File: src/tpc_pkg.sv
// Package of register map, field layouts and reset values for probe capture.
`default_nettype none
package tpc_pkg;
   // Register word addresses on the Avalon-MM slave.
   localparam logic [3:0] TPC_ADDR_ENABLE = 4'h0;
   localparam logic [3:0] TPC_ADDR_REPEAT = 4'h1;
   localparam logic [3:0] TPC_ADDR_SOURCE = 4'h2;
   localparam logic [3:0] TPC_ADDR_EDGE = 4'h3;
   localparam logic [3:0] TPC_ADDR_STATUS = 4'h4;
   localparam logic [3:0] TPC_ADDR_CLEAR = 4'h5;
   localparam logic [3:0] TPC_ADDR_IRQ_EN = 4'h6;
   localparam logic [3:0] TPC_ADDR_COUNT = 4'h7;
   // Reset values of the settings.
   localparam logic [1:0] TPC_RST_ENABLE = 2'h0;
   localparam logic [1:0] TPC_RST_REPEAT = 2'h0;
   localparam logic [1:0] TPC_RST_SOURCE = 2'h0;
   localparam logic [3:0] TPC_RST_EDGE = 4'h0;
   // Edge mask field positions: rising and falling per channel.
   localparam int TPC_EDGE_CH1_RISE = 0;
   localparam int TPC_EDGE_CH1_FALL = 1;
   localparam int TPC_EDGE_CH2_RISE = 2;
   localparam int TPC_EDGE_CH2_FALL = 3;
   // Status bit positions: capture event of channel one and two.
   localparam int TPC_STAT_CH1 = 0;
   localparam int TPC_STAT_CH2 = 1;
   // Bus answer for unmapped reads.
   localparam logic [31:0] TPC_UNMAPPED_DATA = 32'h0000_0000;
endpackage : tpc_pkg
`default_nettype wire

File: src/tpc_edge_det.sv
// Edge detector for one trigger line with a masked rising and falling pulse.
`default_nettype none
module tpc_edge_det
   import tpc_pkg::*;
(
   input wire logic sys_clk, // System clock.
   input wire logic rst, // Synchronous reset, active high.
   input wire logic trig_in, // Trigger level.
   input wire logic rise_en, // Accept rising edges.
   input wire logic fall_en, // Accept falling edges.
   output logic edge_hit // One-cycle pulse on an accepted edge.
);
   logic prev_ff;
   logic nxt_prev;

   // Next value of the previous-level register.
   always_comb begin
      nxt_prev = trig_in;
   end

   // Registers the previous level, cleared at reset.
   always_ff @(posedge sys_clk) begin
      if (rst) begin
         prev_ff <= 1'b0;
      end else begin
         prev_ff <= nxt_prev;
      end
   end

   // Rising edges pass only when enabled, likewise falling ones.
   assign edge_hit = (rise_en & trig_in & ~prev_ff) |
                     (fall_en & ~trig_in & prev_ff);
endmodule // tpc_edge_det
`default_nettype wire

File: src/tpc_channel.sv
// One capture channel: arming, single or continuous capture, event count.
`default_nettype none
module tpc_channel
   import tpc_pkg::*;
#(
   parameter int CNT_W = 16
) (
   input wire logic sys_clk, // System clock.
   input wire logic rst, // Synchronous reset, active high.
   input wire logic active, // Channel enabled by the enable setting.
   input wire logic rearm, // Pulse: enable setting was rewritten.
   input wire logic continuous, // Capture on every trigger when high.
   input wire logic edge_hit, // Qualified trigger edge.
   output logic capture, // One-cycle pulse when a capture is taken.
   output logic armed, // Channel is ready to capture.
   output logic [CNT_W-1:0] count // Number of captures taken.
);
   logic done_ff;
   logic nxt_done;
   logic [CNT_W-1:0] count_ff;
   logic [CNT_W-1:0] nxt_count;

   // A capture needs an active, armed channel and a qualified edge.
   assign armed = active & ~done_ff;
   assign capture = armed & edge_hit;

   // Single mode latches done after one capture until rearmed.
   always_comb begin
      nxt_done = done_ff;
      nxt_count = count_ff;
      if (rearm) begin
         nxt_done = 1'b0;
      end else if (capture && !continuous) begin
         nxt_done = 1'b1;
      end
      if (capture) begin
         nxt_count = count_ff + {{(CNT_W-1){1'b0}}, 1'b1};
      end
   end

   // Registers the channel state.
   always_ff @(posedge sys_clk) begin
      if (rst) begin
         done_ff <= 1'b0;
         count_ff <= '0;
      end else begin
         done_ff <= nxt_done;
         count_ff <= nxt_count;
      end
   end

   assign count = count_ff;
endmodule // tpc_channel
`default_nettype wire

File: src/tpc_capture_top.sv
// Top of the two-channel probe capture block with its Avalon-MM registers.
// How it works
// - Enable value 0 leaves both channels deaf; nothing is captured.
// - Enable 1 runs channel one only; enable 2 runs channel two only.
// - Enable 3 runs both channels, each on its own triggers.
// - Repeat mode 0 captures once on both; mode 3 captures always.
// - Mode 1: channel one continuous, two once; mode 2 the reverse.
// - Source 0: each channel triggers from its own probe pin.
// - Source 1: channel one uses index pulse, channel two its pin.
// - Source 2: channel two uses index; source 3 both use index.
// - Edge mask bit 0 enables channel one rising edges.
// - Edge mask bit 1 enables channel one falling edges.
// - Edge mask bit 2 enables channel two rising edges.
// - Edge mask bit 3 enables channel two falling edges.
// - Edge mask takes 0 to F; each set bit enables its edge.
//
// Design decisions made here: register access over Avalon-MM and the register offsets.
`default_nettype none
module tpc_capture_top
   import tpc_pkg::*;
#(
   parameter int CNT_W = 16
) (
   input wire logic sys_clk, // System clock, 10 MHz.
   input wire logic rst, // Synchronous reset, active high.
   input wire logic [3:0] avs_address, // Register word address.
   input wire logic avs_read, // Read request.
   input wire logic avs_write, // Write request.
   input wire logic [31:0] avs_writedata, // Write data.
   input wire logic [3:0] avs_byteenable, // Byte enables.
   output logic [31:0] avs_readdata, // Read data, registered.
   output logic avs_waitrequest, // Stall until answer is ready.
   input wire logic probe1_in, // Probe input of channel one.
   input wire logic probe2_in, // Probe input of channel two.
   input wire logic index_in, // Encoder index pulse.
   output logic capture1, // Capture pulse of channel one.
   output logic capture2, // Capture pulse of channel two.
   output logic irq // Level interrupt.
);
   logic [1:0] enable_ff;
   logic [1:0] nxt_enable;
   logic [1:0] repeat_ff;
   logic [1:0] nxt_repeat;
   logic [1:0] source_ff;
   logic [1:0] nxt_source;
   logic [3:0] edge_ff;
   logic [3:0] nxt_edge;
   logic [1:0] status_ff;
   logic [1:0] nxt_status;
   logic [1:0] irq_en_ff;
   logic [1:0] nxt_irq_en;
   logic [31:0] rdata_ff;
   logic [31:0] nxt_rdata;
   logic ack_ff;
   logic nxt_ack;
   logic rearm;
   logic wr_ok;
   logic trig1;
   logic trig2;
   logic hit1;
   logic hit2;
   logic armed1;
   logic armed2;
   logic [CNT_W-1:0] count1;
   logic [CNT_W-1:0] count2;

   // Every access waits one cycle; the second cycle carries the answer.
   assign avs_waitrequest = (avs_read | avs_write) & ~ack_ff;
   assign wr_ok = avs_write & ack_ff & avs_byteenable[0];
   assign rearm = wr_ok && (avs_address == TPC_ADDR_ENABLE);

   // Source select routes the probe pin or the index pulse to each channel.
   always_comb begin
      trig1 = probe1_in;
      trig2 = probe2_in;
      unique case (source_ff)
         2'h0: begin
            trig1 = probe1_in;
            trig2 = probe2_in;
         end
         2'h1: begin
            trig1 = index_in;
            trig2 = probe2_in;
         end
         2'h2: begin
            trig1 = probe1_in;
            trig2 = index_in;
         end
         2'h3: begin
            trig1 = index_in;
            trig2 = index_in;
         end
      endcase
   end

   // Edge qualification per channel, strictly bitwise over mask 0 to F.
   tpc_edge_det u_edge1 (
      .sys_clk(sys_clk),
      .rst(rst),
      .trig_in(trig1),
      .rise_en(edge_ff[TPC_EDGE_CH1_RISE]),
      .fall_en(edge_ff[TPC_EDGE_CH1_FALL]),
      .edge_hit(hit1)
   );
   tpc_edge_det u_edge2 (
      .sys_clk(sys_clk),
      .rst(rst),
      .trig_in(trig2),
      .rise_en(edge_ff[TPC_EDGE_CH2_RISE]),
      .fall_en(edge_ff[TPC_EDGE_CH2_FALL]),
      .edge_hit(hit2)
   );

   // Channel one: active on enable bit 0, continuous in modes 1 and 3.
   tpc_channel #(.CNT_W(CNT_W)) u_ch1 (
      .sys_clk(sys_clk),
      .rst(rst),
      .active(enable_ff[0]),
      .rearm(rearm),
      .continuous(repeat_ff[0]),
      .edge_hit(hit1),
      .capture(capture1),
      .armed(armed1),
      .count(count1)
   );
   // Channel two: active on enable bit 1, continuous in modes 2 and 3.
   tpc_channel #(.CNT_W(CNT_W)) u_ch2 (
      .sys_clk(sys_clk),
      .rst(rst),
      .active(enable_ff[1]),
      .rearm(rearm),
      .continuous(repeat_ff[1]),
      .edge_hit(hit2),
      .capture(capture2),
      .armed(armed2),
      .count(count2)
   );

   // Register writes, sticky status with set winning over clear.
   always_comb begin
      nxt_enable = enable_ff;
      nxt_repeat = repeat_ff;
      nxt_source = source_ff;
      nxt_edge = edge_ff;
      nxt_irq_en = irq_en_ff;
      nxt_status = status_ff;
      if (wr_ok) begin
         unique case (avs_address)
            TPC_ADDR_ENABLE: nxt_enable = avs_writedata[1:0];
            TPC_ADDR_REPEAT: nxt_repeat = avs_writedata[1:0];
            TPC_ADDR_SOURCE: nxt_source = avs_writedata[1:0];
            TPC_ADDR_EDGE: nxt_edge = avs_writedata[3:0];
            TPC_ADDR_CLEAR: nxt_status = status_ff & ~avs_writedata[1:0];
            TPC_ADDR_IRQ_EN: nxt_irq_en = avs_writedata[1:0];
            default: ;
         endcase
      end
      if (capture1) begin
         nxt_status[TPC_STAT_CH1] = 1'b1;
      end
      if (capture2) begin
         nxt_status[TPC_STAT_CH2] = 1'b1;
      end
   end

   // Read data mux, captured in the waiting cycle.
   always_comb begin
      nxt_ack = (avs_read | avs_write) & ~ack_ff;
      nxt_rdata = rdata_ff;
      if (avs_read && !ack_ff) begin
         unique case (avs_address)
            TPC_ADDR_ENABLE: nxt_rdata = {30'h0, enable_ff};
            TPC_ADDR_REPEAT: nxt_rdata = {30'h0, repeat_ff};
            TPC_ADDR_SOURCE: nxt_rdata = {30'h0, source_ff};
            TPC_ADDR_EDGE: nxt_rdata = {28'h0, edge_ff};
            TPC_ADDR_STATUS: nxt_rdata = {28'h0, armed2, armed1, status_ff};
            TPC_ADDR_IRQ_EN: nxt_rdata = {30'h0, irq_en_ff};
            TPC_ADDR_COUNT: nxt_rdata = {count2, count1};
            default: nxt_rdata = TPC_UNMAPPED_DATA;
         endcase
      end
   end

   // Registers all settings and bus state.
   always_ff @(posedge sys_clk) begin
      if (rst) begin
         enable_ff <= TPC_RST_ENABLE;
         repeat_ff <= TPC_RST_REPEAT;
         source_ff <= TPC_RST_SOURCE;
         edge_ff <= TPC_RST_EDGE;
         status_ff <= 2'h0;
         irq_en_ff <= 2'h0;
         rdata_ff <= 32'h0;
         ack_ff <= 1'b0;
      end else begin
         enable_ff <= nxt_enable;
         repeat_ff <= nxt_repeat;
         source_ff <= nxt_source;
         edge_ff <= nxt_edge;
         status_ff <= nxt_status;
         irq_en_ff <= nxt_irq_en;
         rdata_ff <= nxt_rdata;
         ack_ff <= nxt_ack;
      end
   end

   assign avs_readdata = rdata_ff;
   assign irq = |(status_ff & irq_en_ff);
endmodule // tpc_capture_top
`default_nettype wire

File: config.mk
export PLATFORM = sky130hd
export DESIGN_NAME = tpc_capture_top
export DESIGN_NICKNAME = d
export VERILOG_FILES = /design/src/tpc_pkg.sv /design/src/tpc_edge_det.sv /design/src/tpc_channel.sv /design/src/tpc_capture_top.sv
export SDC_FILE = /design/constraint.sdc
export NUM_CORES = 1
export LEC_CHECK = 0
export BUFFER_PORTS_ARGS = -buffer_cell sky130_fd_sc_hd__buf_4
export CELL_PAD_IN_SITES_DETAIL_PLACEMENT = 1
export CELL_PAD_IN_SITES_GLOBAL_PLACEMENT = 1
export CORE_MARGIN = 5
export CORE_UTILIZATION = 42
export CTS_BUF_LIST = sky130_fd_sc_hd__clkbuf_2
export CTS_CLUSTER_SIZE = 24
export DETAILED_ROUTE_END_ITERATION = 8
export GPL_TIMING_DRIVEN = 0
export PLACE_DENSITY_LB_ADDON = 0.1
export SYNTH_ARGS = -nofsm -noshare
export SYNTH_HDL_FRONTEND = slang
export SYNTH_SLANG_ARGS = --single-unit
File: constraint.sdc
create_clock -name sys_clk -period 2.7 [get_ports sys_clk]
set_clock_uncertainty 0.15 [all_clocks]
set_input_delay 0.27 -clock sys_clk [delete_from_list [all_inputs] [get_ports sys_clk]]
set_output_delay 0.27 -clock sys_clk [all_outputs]
set_load 0.01 [all_outputs]
==> flow_metrics.env, run 1 <==
export IMPL_relSlewSlack_pct=46.0
export IMPL_ys_types=43
export IMPL_critPathBufInv=2
export IMPL_crit_fanout=16
export IMPL_floorplan_initialDensity_pct=42.5
export IMPL_hold_violations=0
export IMPL_critical_path_slowest_cell="dfxtp_1"
export IMPL_crit_chain="mux2i_2 -> mux2_4 -> nand2b_1 -> inv_1 -> buf_4"
export IMPL_worst_setup_path_start_kind="flop"
export IMPL_netlist_area_um2=3670
export IMPL_grt_max_degree=17
export IMPL_cts_root_buf="clkbuf_2"
export IMPL_crit_type="flop to output pin"
export IMPL_synthSimpleGateAreaFrac_pct=22.5
export IMPL_synthMuxAreaShare_pct=8.15
export IMPL_coreArea_um2=8640
export IMPL_vias=3444
export IMPL_fmax_mhz=396
export IMPL_p_leak_nw=1.65
export IMPL_critPathMaxStageDelay_ns=0.44
export IMPL_rsz0062_at_grt="no"
export IMPL_ys_top_cells_by_area="dfxtp_1, a22oi_1, nor2_1"
export IMPL_synth_top_area_share_pct=45.3
export IMPL_wirelength_mm=10.6
export IMPL_holdWs_ns=0.0898
export IMPL_ant_nets=0
export IMPL_cap_violations=0
export IMPL_power_w=0.00202
export IMPL_numCtsBuffers=9
export IMPL_synth_top_area_cell="dfxtp_1"
export IMPL_period_minus_slack_ns=2.53
export IMPL_worstMarginPinSlew_ns=0.806
export IMPL_clk_latency_ns=0.54
export IMPL_setup_tns_ns=0
export IMPL_clock_path_buffers=2
export IMPL_worstSetupEndpointType="output pin"
export IMPL_synth_adder_area_share_pct=0.682
export IMPL_num_antenna_cells=0
export IMPL_ir_drop_uv=238
export IMPL_tritoncts="yes"
export IMPL_die_w_um=103
export IMPL_fin_crit_sh_pct=93.6
export IMPL_syn_area_per_cell_um2=9.06
export IMPL_synthCells=405
export IMPL_track_usage_pct=20.7
export IMPL_yosysWarnings=0
export IMPL_critical_path_top_delay_family="multiplexers"
export IMPL_first_pass_iters=4
export IMPL_synth_seq_area_share_pct=45.3
export IMPL_avgRoutedWirePerCell_um=18.0
export IMPL_first_iter_violations=133
export IMPL_setup_violations=0
export IMPL_clk_pin_slew_ns=0.21
export IMPL_placement_rows=34
export IMPL_synthXorXnorAreaFrac_pct=0
export IMPL_drive_gt1_share_pct=17.8
export IMPL_nNetsFinal=527
export IMPL_first_global_vias=3458
export IMPL_place_port_buffers=51
export IMPL_async_flop_share_pct=0
export IMPL_grt_antenna_before_repair=0
export IMPL_vias_per_cell=5.83
export IMPL_cp_arrival_ns=2.11
export IMPL_fp_dieH_um=103
export IMPL_worstPathRequired_ns=2.28
export IMPL_globalplace_congestion=0.794
export IMPL_p_per_area_nw_per_um2=456
export IMPL_synth_top_family_by_area="simple AND/OR/NAND/NOR gates"
export IMPL_post_dp_hpwl_mm=7.77
export IMPL_ios=83
export IMPL_cts_sinks=83
export IMPL_htreeDepth=3
export IMPL_die_area_um2=10700
export IMPL_drv_slew=0
export IMPL_final_core_util_pct=51.3
export IMPL_synthesis_nets=454
export IMPL_fin_ws_ns=0.174
export IMPL_cts_setup_buffers=0
export IMPL_hold_path_class="input pin to flop"
export IMPL_synth_edf_count=0
export IMPL_synth_ff_type="dfxtp_1"
export IMPL_dp_slack_ns=0.365
export IMPL_ys_seq_elements=83
export IMPL_synth_compound_area_share_pct=19.0
export IMPL_overflow=0
export IMPL_route_detailed_drc=0
export IMPL_status="finished clean"
export IMPL_grt_pass1_wl_mm=17.3
export IMPL_syn2layout_area_growth_pct=20.8
-- layout by cell type (no fill, tap or decap), drive strengths merged, types with 3 or more instances in the layout --
| cell | instances |
|---|---|
| mux2 | 5 |
| a21oi | 29 |
| o41ai | 3 |
| a22oi | 30 |
| o21ai | 10 |
| a22o | 3 |
| nor3 | 3 |
| nor2b | 9 |
| nand2b | 7 |
| nand2 | 13 |
| dfxtp | 83 |
| clkbuf | 30 |
| nor2 | 53 |
| or4 | 18 |
| buf | 58 |
| or4b | 3 |
| inv | 11 |
| and4 | 7 |
| and3 | 4 |
| nand4 | 7 |
| or3 | 5 |
| clkinv | 3 |
| nand3 | 15 |
| dlygate4sd3 | 12 |
| mux2i | 19 |
| o31ai | 18 |
-- area by class of cell --
type / count / area, um2
plain buffers: 27 / 115
clock buffers: 10 / 50.0
clock inverters: 6 / 66.3
fillers: 1044 / 4210
inverters: 11 / 41.3
multi-input cells: 283 / 1860
flip-flops and latches: 83 / 1660
well taps: 108 / 135
repair buffers: 63 / 503
-- what timing repair did --
item / 4_1_cts / 5_1_grt
setup endpoints to repair: 1 / 1
hold endpoints to repair: 22 / 0
hold buffers: 12 / 0
gates resized for setup: 1 / 2
-- cells in the mapped netlist, types with 2 or more instances --
library cell / instances
or4_1: 18
a22oi_1: 30
mux4_2: 2
nor2_1: 53
and4_1: 7
or4b_1: 3
nand3_1: 15
buf_2: 5
dfxtp_1: 83
a22o_1: 3
and3_1: 4
mux2_4: 2
o22ai_1: 2
nand2b_1: 7
nand2_1: 13
nor3_1: 2
nand4_1: 7
nor2b_1: 9
inv_1: 11
o31ai_1: 18
ha_1: 2
or3_1: 5
a2bb2oi_1: 2
o41ai_1: 3
nand4b_1: 2
a211oi_1: 2
clkbuf_1: 21
a21oi_1: 29
nor4b_1: 2
mux2_2: 3
mux2i_1: 19
o21ai_0: 10
-- worst min-delay path: cells and delay by family --
family        cells  cell delay (ns)
mux               1             0.09
buf+inv           1             0.09
simple gates      3             0.29
-- sequential cells by signal, summed over array words and instances, names as in the netlist, 4 cells and up --
register and flops:
avs_readdata 32, u_ch1.count 16, u_ch2.count 16, edge_ff 4
-- metrics by stage --
step / area, um2 / cells
6_report: 4430 / 591
5_1_grt: 4430 / 591
4_1_cts: 4420 / 591
3_5_place_dp: 4190 / 564
3_3_place_gp: 4190 / 564
2_1_floorplan: 3670 / 405
-- layer usage --
layer	wire length [um]	track usage, %	part of all wire [%]
met5	0	0	0
met4	154	6.87	1.4
met3	264	2.95	2.5
met2	5250	35.4	49
met1	4950	26.7	47
-- power by group --
group	switching, W	leakage, nW	internal [W]
Clock	0.000447	0.0658	0.000217
Sequential	0.00000212	0.669	0.00123
Combinational	0.0000733	0.915	0.0000478
Total	0.000522	1.65	0.00150
-- kinds of logic (layout without fill, tap and decap cells) --
| logic type | after synthesis | count (layout) |
|---|---|---|
| multiplexers | 26 | 26 |
| flip-flops | 83 | 83 |
| adder cells (fa/ha/maj) | 2 | 2 |
| AND/OR/NAND/NOR | 151 | 151 |
| AO/OA/AOI/OAI | 104 | 104 |
| buffers and inverters | 39 | 117 |
-- worst paths after layout --
kind	slack, ns	depth (start not counted)	startpoint	end
worst max-delay path	0.17	5	source_ff[1]$_SDFFE_PP0P_	capture2
worst min-delay path	0.09	5	avs_address[1]	repeat_ff[0]$_SDFFE_PP0P_
worst max register to register	0.35	5	source_ff[0]$_SDFFE_PP0P_	u_ch1.count[15]$_SDFFE_PP0P_
worst min register to register	0.34	2	u_ch2.done_ff$_SDFFE_PP0P_	u_ch2.done_ff$_SDFFE_PP0P_
Power figures use the tool's default switching activity.
==> run 2, diff against run 1 <==
- BUFFER_PORTS_ARGS: -buffer_cell sky130_fd_sc_hd__buf_4 -> not set
- CORE_UTILIZATION: 42 -> 49
- DONT_BUFFER_PORTS: not set -> 1
- SYNTH_HIERARCHICAL: not set -> 1
==> run 2 against run 1 <==
Register-to-register slack worse by 0.20 ns. Sequential power about the same. First-iteration DRC count up 12%. Wire length down 9.8%. Critical path depth up 1. Synthesized area about the same. Critical path type is now flop to flop. Highest routed layer unchanged.
==> flow_metrics.env, run 2 <==
export IMPL_synth_ff_type="dfxtp_1"
export IMPL_p_clk_share_pct=34.8
export IMPL_numCtsBuffers=9
export IMPL_cts_root_buf="clkbuf_2"
export IMPL_setup_tns_ns=0
export IMPL_worst_setup_path_start_kind="flop"
export IMPL_die_area_um2=9310
export IMPL_grt_max_degree=14
export IMPL_fp_dieH_um=96.5
export IMPL_synth_top_area_cell="dfxtp_1"
export IMPL_hold_violations=0
export IMPL_wirelength_mm=9.58
export IMPL_floorplan_initialDensity_pct=50.6
export IMPL_ant_nets=0
export IMPL_post_dp_hpwl_mm=6.49
export IMPL_setup_violations=0
export IMPL_cts_sinks=83
export IMPL_syn2layout_area_growth_pct=12.4
export IMPL_nNetsFinal=464
export IMPL_wl_met1_mm=4.24
export IMPL_htreeDepth=3
export IMPL_coreArea_um2=7250
export IMPL_min_path_cells=2
export IMPL_highest_layer="met4"
export IMPL_layout_common_cells="dfxtp_1, nor2_1, a22oi_2"
export IMPL_synth_top_area_share_pct=45.3
export IMPL_worstMarginPinSlew_ns=0.761
export IMPL_rr_worst_depth=6
export IMPL_clk_pin_slew_ns=0.22
export IMPL_overflow=0
export IMPL_fmax_mhz=392
export IMPL_first_pass_iters=4
export IMPL_yosysWarnings=6
export IMPL_vias=2929
export IMPL_crit_fanout=6
export IMPL_ir_drop_uv=266
export IMPL_clk_latency_ns=0.51
export IMPL_clock_path_buffers=2
export IMPL_first_global_vias=3136
export IMPL_globalplace_congestion=0.799
export IMPL_netlist_area_um2=3670
export IMPL_synth_common_cells="dfxtp_1, nor2_1, a22oi_2"
export IMPL_synthesis_nets=437
export IMPL_drv_slew=0
export IMPL_drive_gt1_share_pct=16.4
export IMPL_wl_met2_mm=4.69
export IMPL_track_usage_pct=21.8
export IMPL_async_flop_share_pct=0
export IMPL_place_port_buffers=0
export IMPL_worstSetupEndpointType="flop"
export IMPL_p_per_area_nw_per_um2=503
export IMPL_crit_type="flop to flop"
export IMPL_cap_violations=0
export IMPL_status="finished clean"
export IMPL_dr_wl_met3_um=506
export IMPL_cp_arrival_ns=2.84
export IMPL_die_w_um=96.5
export IMPL_cts_setup_buffers=0
export IMPL_period_minus_slack_ns=2.55
export IMPL_synthCells=388
export IMPL_first_iter_violations=149
export IMPL_final_common_cell="dfxtp_1"
export IMPL_num_antenna_cells=0
export IMPL_grt_antenna_before_repair=0
export IMPL_switching_share_pct=24.2
export IMPL_p_leak_nw=1.53
export IMPL_p_sw_w=0.000502
export IMPL_ys_top_cells_by_area="dfxtp_1, nor2_1, a22oi_2"
export IMPL_ys_types=48
export IMPL_synth_most_common_cell="dfxtp_1"
export IMPL_relSlewSlack_pct=48.9
export IMPL_dp_slack_ns=0.00963
export IMPL_syn_area_per_cell_um2=9.45
export IMPL_synth_edf_count=0
export IMPL_ys_seq_elements=83
export IMPL_synth_seq_area_share_pct=45.3
export IMPL_worstPathRequired_ns=2.99
export IMPL_rsz0062_at_grt="no"
export IMPL_grt_pass1_wl_mm=15.6
export IMPL_p_int_w=0.00157
export IMPL_ios=83
export IMPL_combPwrFrac_pct=5.6
export IMPL_fin_crit_sh_pct=94.6
export IMPL_largest_reg_flops=32
export IMPL_avgRoutedWirePerCell_um=18.5
export IMPL_hold_path_class="input pin to flop"
export IMPL_tritoncts="yes"
export IMPL_route_detailed_drc=0
export IMPL_p_seq_share_pct=59.6
export IMPL_vias_per_cell=5.64
export IMPL_placement_rows=31
export IMPL_fin_ws_ns=0.147
export IMPL_power_w=0.00207
run 2: cell types whose count changed in the layout (fill, tap and decap cells not counted), moves of 9 or more:
cell | previous run | this run
a22oi_1 | 30 | 8
o31ai_1 | 18 | 0
buf_4 | 51 | 1
xor2_1 | 0 | 12
a22oi_2 | 0 | 20
nor2_1 | 53 | 75
clkbuf_1 | 20 | 11
or4_1 | 18 | 2
a21oi_1 | 29 | 14
run 2: worst paths after layout:
kind | startpoint | to | slack (ns)
max reg2reg | source_ff[0]$_SDFFE_PP0P_ | u_ch1/count[14]$_SDFFE_PP0P_ | 0.15
min reg2reg | ack_ff$_SDFF_PP0_ | ack_ff$_SDFF_PP0_ | 0.33
max | source_ff[0]$_SDFFE_PP0P_ | u_ch1/count[14]$_SDFFE_PP0P_ | 0.15
min | rst | u_ch1/count[12]$_SDFFE_PP0P_ | 0.05
run 2: cells by family after synthesis:
kind of cell    share of synthesized area (%)
simple gates                             25.6
compound gates                           13.9
flops                                    45.3
mux                                      7.37
fa+ha+maj                               0.682
buf+inv                                  3.34
xor+xnor                                 3.82
run 2: cell type report:
class,instances,area (um2)
Sequential cell,83,1670
Fill cell,848,3130
Timing Repair Buffer,16,160
Clock inverter,6,80.1
Tap cell,99,124
Buffer,19,96.3
Multi-Input combinational cell,279,1920
Clock buffer,10,50.0
Inverter,7,26.3
run 2: through the flow:
step | utilization [%] | cells | area, um2 | hold WS (ns)
global route | 56.8 | 519 | 4120 | 0.00717
finish | 56.8 | 519 | 4120 | 0.0456
CTS | 56.4 | 519 | 4090 | 0.00659
floorplan | - | 388 | 3670 | 0.192
global placement | 52.3 | 487 | 3790 | 0.195
detailed placement | 52.3 | 487 | 3790 | 0.200
run 2: worst max-delay path: stages, from the launching register on:
cell      delay (ns)
dfxtp_1         0.41
mux2_2          0.36
o22ai_1         0.33
nand3b_4        0.17
or4_4           0.59
or3_1           0.33
a21oi_1         0.14
run 2: power by group through the flow:
| stage | logic, W | registers, W | clock network [W] |
|---|---|---|---|
| 6_report | 0.000115 | 0.00124 | 0.000721 |
| 5_1_grt | 0.000126 | 0.00124 | 0.000808 |
| 4_1_cts | 0.000114 | 0.00124 | 0.000746 |
| 3_5_place_dp | 0.0000907 | 0.00126 | 0 |
| 3_3_place_gp | 0.0000884 | 0.00126 | 0 |
| 2_1_floorplan | 0.0000662 | 0.00126 | 0 |
run 2: layer usage:
metal | up-vias | global-route usage, %
met1 | 1449 | 26.6
met3 | 10 | 6.51
met5 | - | 0
met4 | 0 | 6.07
met2 | 55 | 37.4
li1 | 1415 | -
run 2: what timing repair did:
action / 4_1_cts / 5_1_grt
hold buffers: 16 / 0
pin swaps: 0 / 1
setup endpoints to repair: 1 / 5
hold endpoints to repair: 51 / 0
gates resized for setup: 1 / 6
==> run 3, diff against run 2 <==
- ABC_CLOCK_PERIOD_IN_PS: not set -> 2700
- CORE_UTILIZATION: 49 -> 47
- CTS_BUF_LIST: sky130_fd_sc_hd__clkbuf_2 -> not set
==> run 3 against run 2 <==
Register-to-register slack hardly changed. Via count is 1.8% lower. Largest cell class unchanged. Clock-buffer cell count increased by 1. Largest power group unchanged.
==> flow_metrics.env, run 3 (synthesis results as in run 2) <==
export IMPL_clock_path_buffers=2
export IMPL_critPathBufInv=0
export IMPL_cts_root_buf="clkbuf_8"
export IMPL_placed_cells=490
export IMPL_die_area_um2=9670
export IMPL_fill_cells=890
export IMPL_switching_share_pct=22.6
export IMPL_nNetsFinal=456
export IMPL_placement_rows=32
export IMPL_cp_arrival_ns=2.63
export IMPL_track_usage_pct=19.2
export IMPL_p_int_w=0.00183
export IMPL_critical_path_top_delay_family="simple AND/OR/NAND/NOR gates"
export IMPL_globalplace_congestion=0.779
export IMPL_power_w=0.00237
export IMPL_cts_sinks=83
export IMPL_wirelength_mm=9.05
export IMPL_avgRoutedWirePerCell_um=17.6
export IMPL_grt_max_degree=15
export IMPL_combPwrFrac_pct=4.4
export IMPL_setup_tns_ns=0
export IMPL_worstMarginPinSlew_ns=0.745
export IMPL_grt_antenna_before_repair=0
export IMPL_floorplan_initialDensity_pct=48.0
export IMPL_hold_path_class="input pin to flop"
export IMPL_worst_setup_path_start_kind="flop"
export IMPL_layout_common_cells="dfxtp_1, nor2_1, a22oi_2"
export IMPL_overflow=0
export IMPL_drv_slew=0
export IMPL_hold_violations=0
export IMPL_first_iter_violations=67
export IMPL_cts_setup_buffers=0
export IMPL_fp_dieH_um=98.3
export IMPL_tritoncts="yes"
export IMPL_drive_gt1_share_pct=16.5
export IMPL_fmax_mhz=393
export IMPL_crit_type="flop to flop"
export IMPL_grt_pass1_wl_mm=15.0
export IMPL_cap_violations=0
export IMPL_clk_pin_slew_ns=0.09
export IMPL_finalNonFillerCells=514
export IMPL_place_port_buffers=0
export IMPL_vias=2875
export IMPL_htreeDepth=3
export IMPL_die_w_um=98.3
export IMPL_syn2layout_area_growth_pct=12.5
export IMPL_worstSetupEndpointType="flop"
export IMPL_ant_nets=0
export IMPL_clk_latency_ns=0.35
export IMPL_num_antenna_cells=0
export IMPL_worstPathRequired_ns=2.79
export IMPL_vias_per_cell=5.59
export IMPL_fin_crit_sh_pct=94.2
export IMPL_final_common_cell="dfxtp_1"
export IMPL_relSlewSlack_pct=50.0
export IMPL_first_global_vias=2946
export IMPL_p_leak_nw=1.54
export IMPL_crit_fanout=6
export IMPL_p_clk_share_pct=43.7
export IMPL_first_pass_iters=4
export IMPL_status="finished clean"
export IMPL_largest_reg_flops=32
export IMPL_p_per_area_nw_per_um2=574
export IMPL_ios=83
export IMPL_period_minus_slack_ns=2.54
export IMPL_coreArea_um2=7650
export IMPL_post_dp_hpwl_mm=6.44
export IMPL_p_sw_w=0.000536
export IMPL_route_detailed_drc=0
export IMPL_numCtsBuffers=9
export IMPL_p_seq_share_pct=51.9
export IMPL_setup_violations=0
export IMPL_critical_path_slowest_cell="nor4_4"
export IMPL_crit_chain="mux2_2 -> o22ai_1 -> nand3b_4 -> nor4_4 -> nor3b_1 -> mux2_1"
export IMPL_ir_drop_uv=276
export IMPL_critPathMaxStageDelay_ns=0.41
export IMPL_rsz0062_at_grt="no"
run 3: cell types whose count changed in the layout (fill, tap and decap cells not counted), sizes merged:
cell,before,now
clkinv,3,2
clkinvlp,1,0
clkbuf,21,22
dlygate4sd3,16,8
inv,7,8
run 3: what timing repair did:
item,in CTS,in global routing
resized for setup,1,1
hold endpoints to repair,20,0
setup endpoints to repair,1,1
pin swaps,0,0
hold buffers,8,0
run 3: path summary, 6_finish.rpt:
kind | from | to | slack (ns) | cells after the start
hold / removal | avs_writedata[1] | status_ff[1]$_SDFFE_PP0P_ | 0.02 | 3
hold reg to reg | u_ch1/done_ff$_SDFFE_PP0P_ | u_ch1/done_ff$_SDFFE_PP0P_ | 0.36 | 2
setup reg to reg | source_ff[1]$_SDFFE_PP0P_ | u_ch2/count[15]$_SDFFE_PP0P_ | 0.16 | 6
setup / recovery | source_ff[1]$_SDFFE_PP0P_ | u_ch2/count[15]$_SDFFE_PP0P_ | 0.16 | 6
run 3: power groups by stage:
stage	clock, W	combinational, W	sequential [W]
finish	0.00103	0.000104	0.00123
global route	0.00112	0.000114	0.00123
CTS	0.00105	0.000105	0.00123
global placement	0	0.0000889	0.00126
detailed placement	0	0.0000904	0.00126
floorplan	0	0.0000662	0.00126
run 3: cell type report:
type	instances	area, um2	area share [%]
multi-input cells	279	1900	46.1
flip-flops and latches	83	1660	40.3
clock buffers	11	151	3.67
well taps	102	128	3.09
plain buffers	19	96.3	2.33
clock inverters	5	82.6	2.00
repair buffers	8	80.1	1.94
inverters	7	26.3	0.637
run 3: layer usage:
| layer | vias to the layer above | GRT usage [%] | part of all wire, % |
|---|---|---|---|
| li1 | 1409 | - | - |
| met1 | 1399 | 25.0 | 47 |
| met2 | 56 | 31.4 | 47 |
| met3 | 11 | 4.79 | 5.2 |
| met4 | 0 | 5.99 | 1.2 |
| met5 | - | 0 | 0 |
run 3: through the flow:
stage / instance area [um2] / setup slack, ns / utilization (%) / hold WS (ns)
2_1_floorplan: 3670 / 0.414 / - / 0.192
4_1_cts: 4120 / 0.0789 / 53.8 / 0.00552
6_report: 4130 / 0.158 / 54.0 / 0.0173
3_5_place_dp: 3790 / 0.0213 / 49.6 / 0.196
3_3_place_gp: 3790 / 0.0387 / 49.6 / 0.194
5_1_grt: 4130 / 0.0267 / 54.0 / 0.00610
run 3: worst register-to-register path, cell delays in order, from the launching register on:
cell	delay, ns
dfxtp_1	0.36
mux2_2	0.39
o22ai_1	0.33
nand3b_4	0.17
nor4_4	0.41
nor3b_1	0.29
mux2_1	0.34
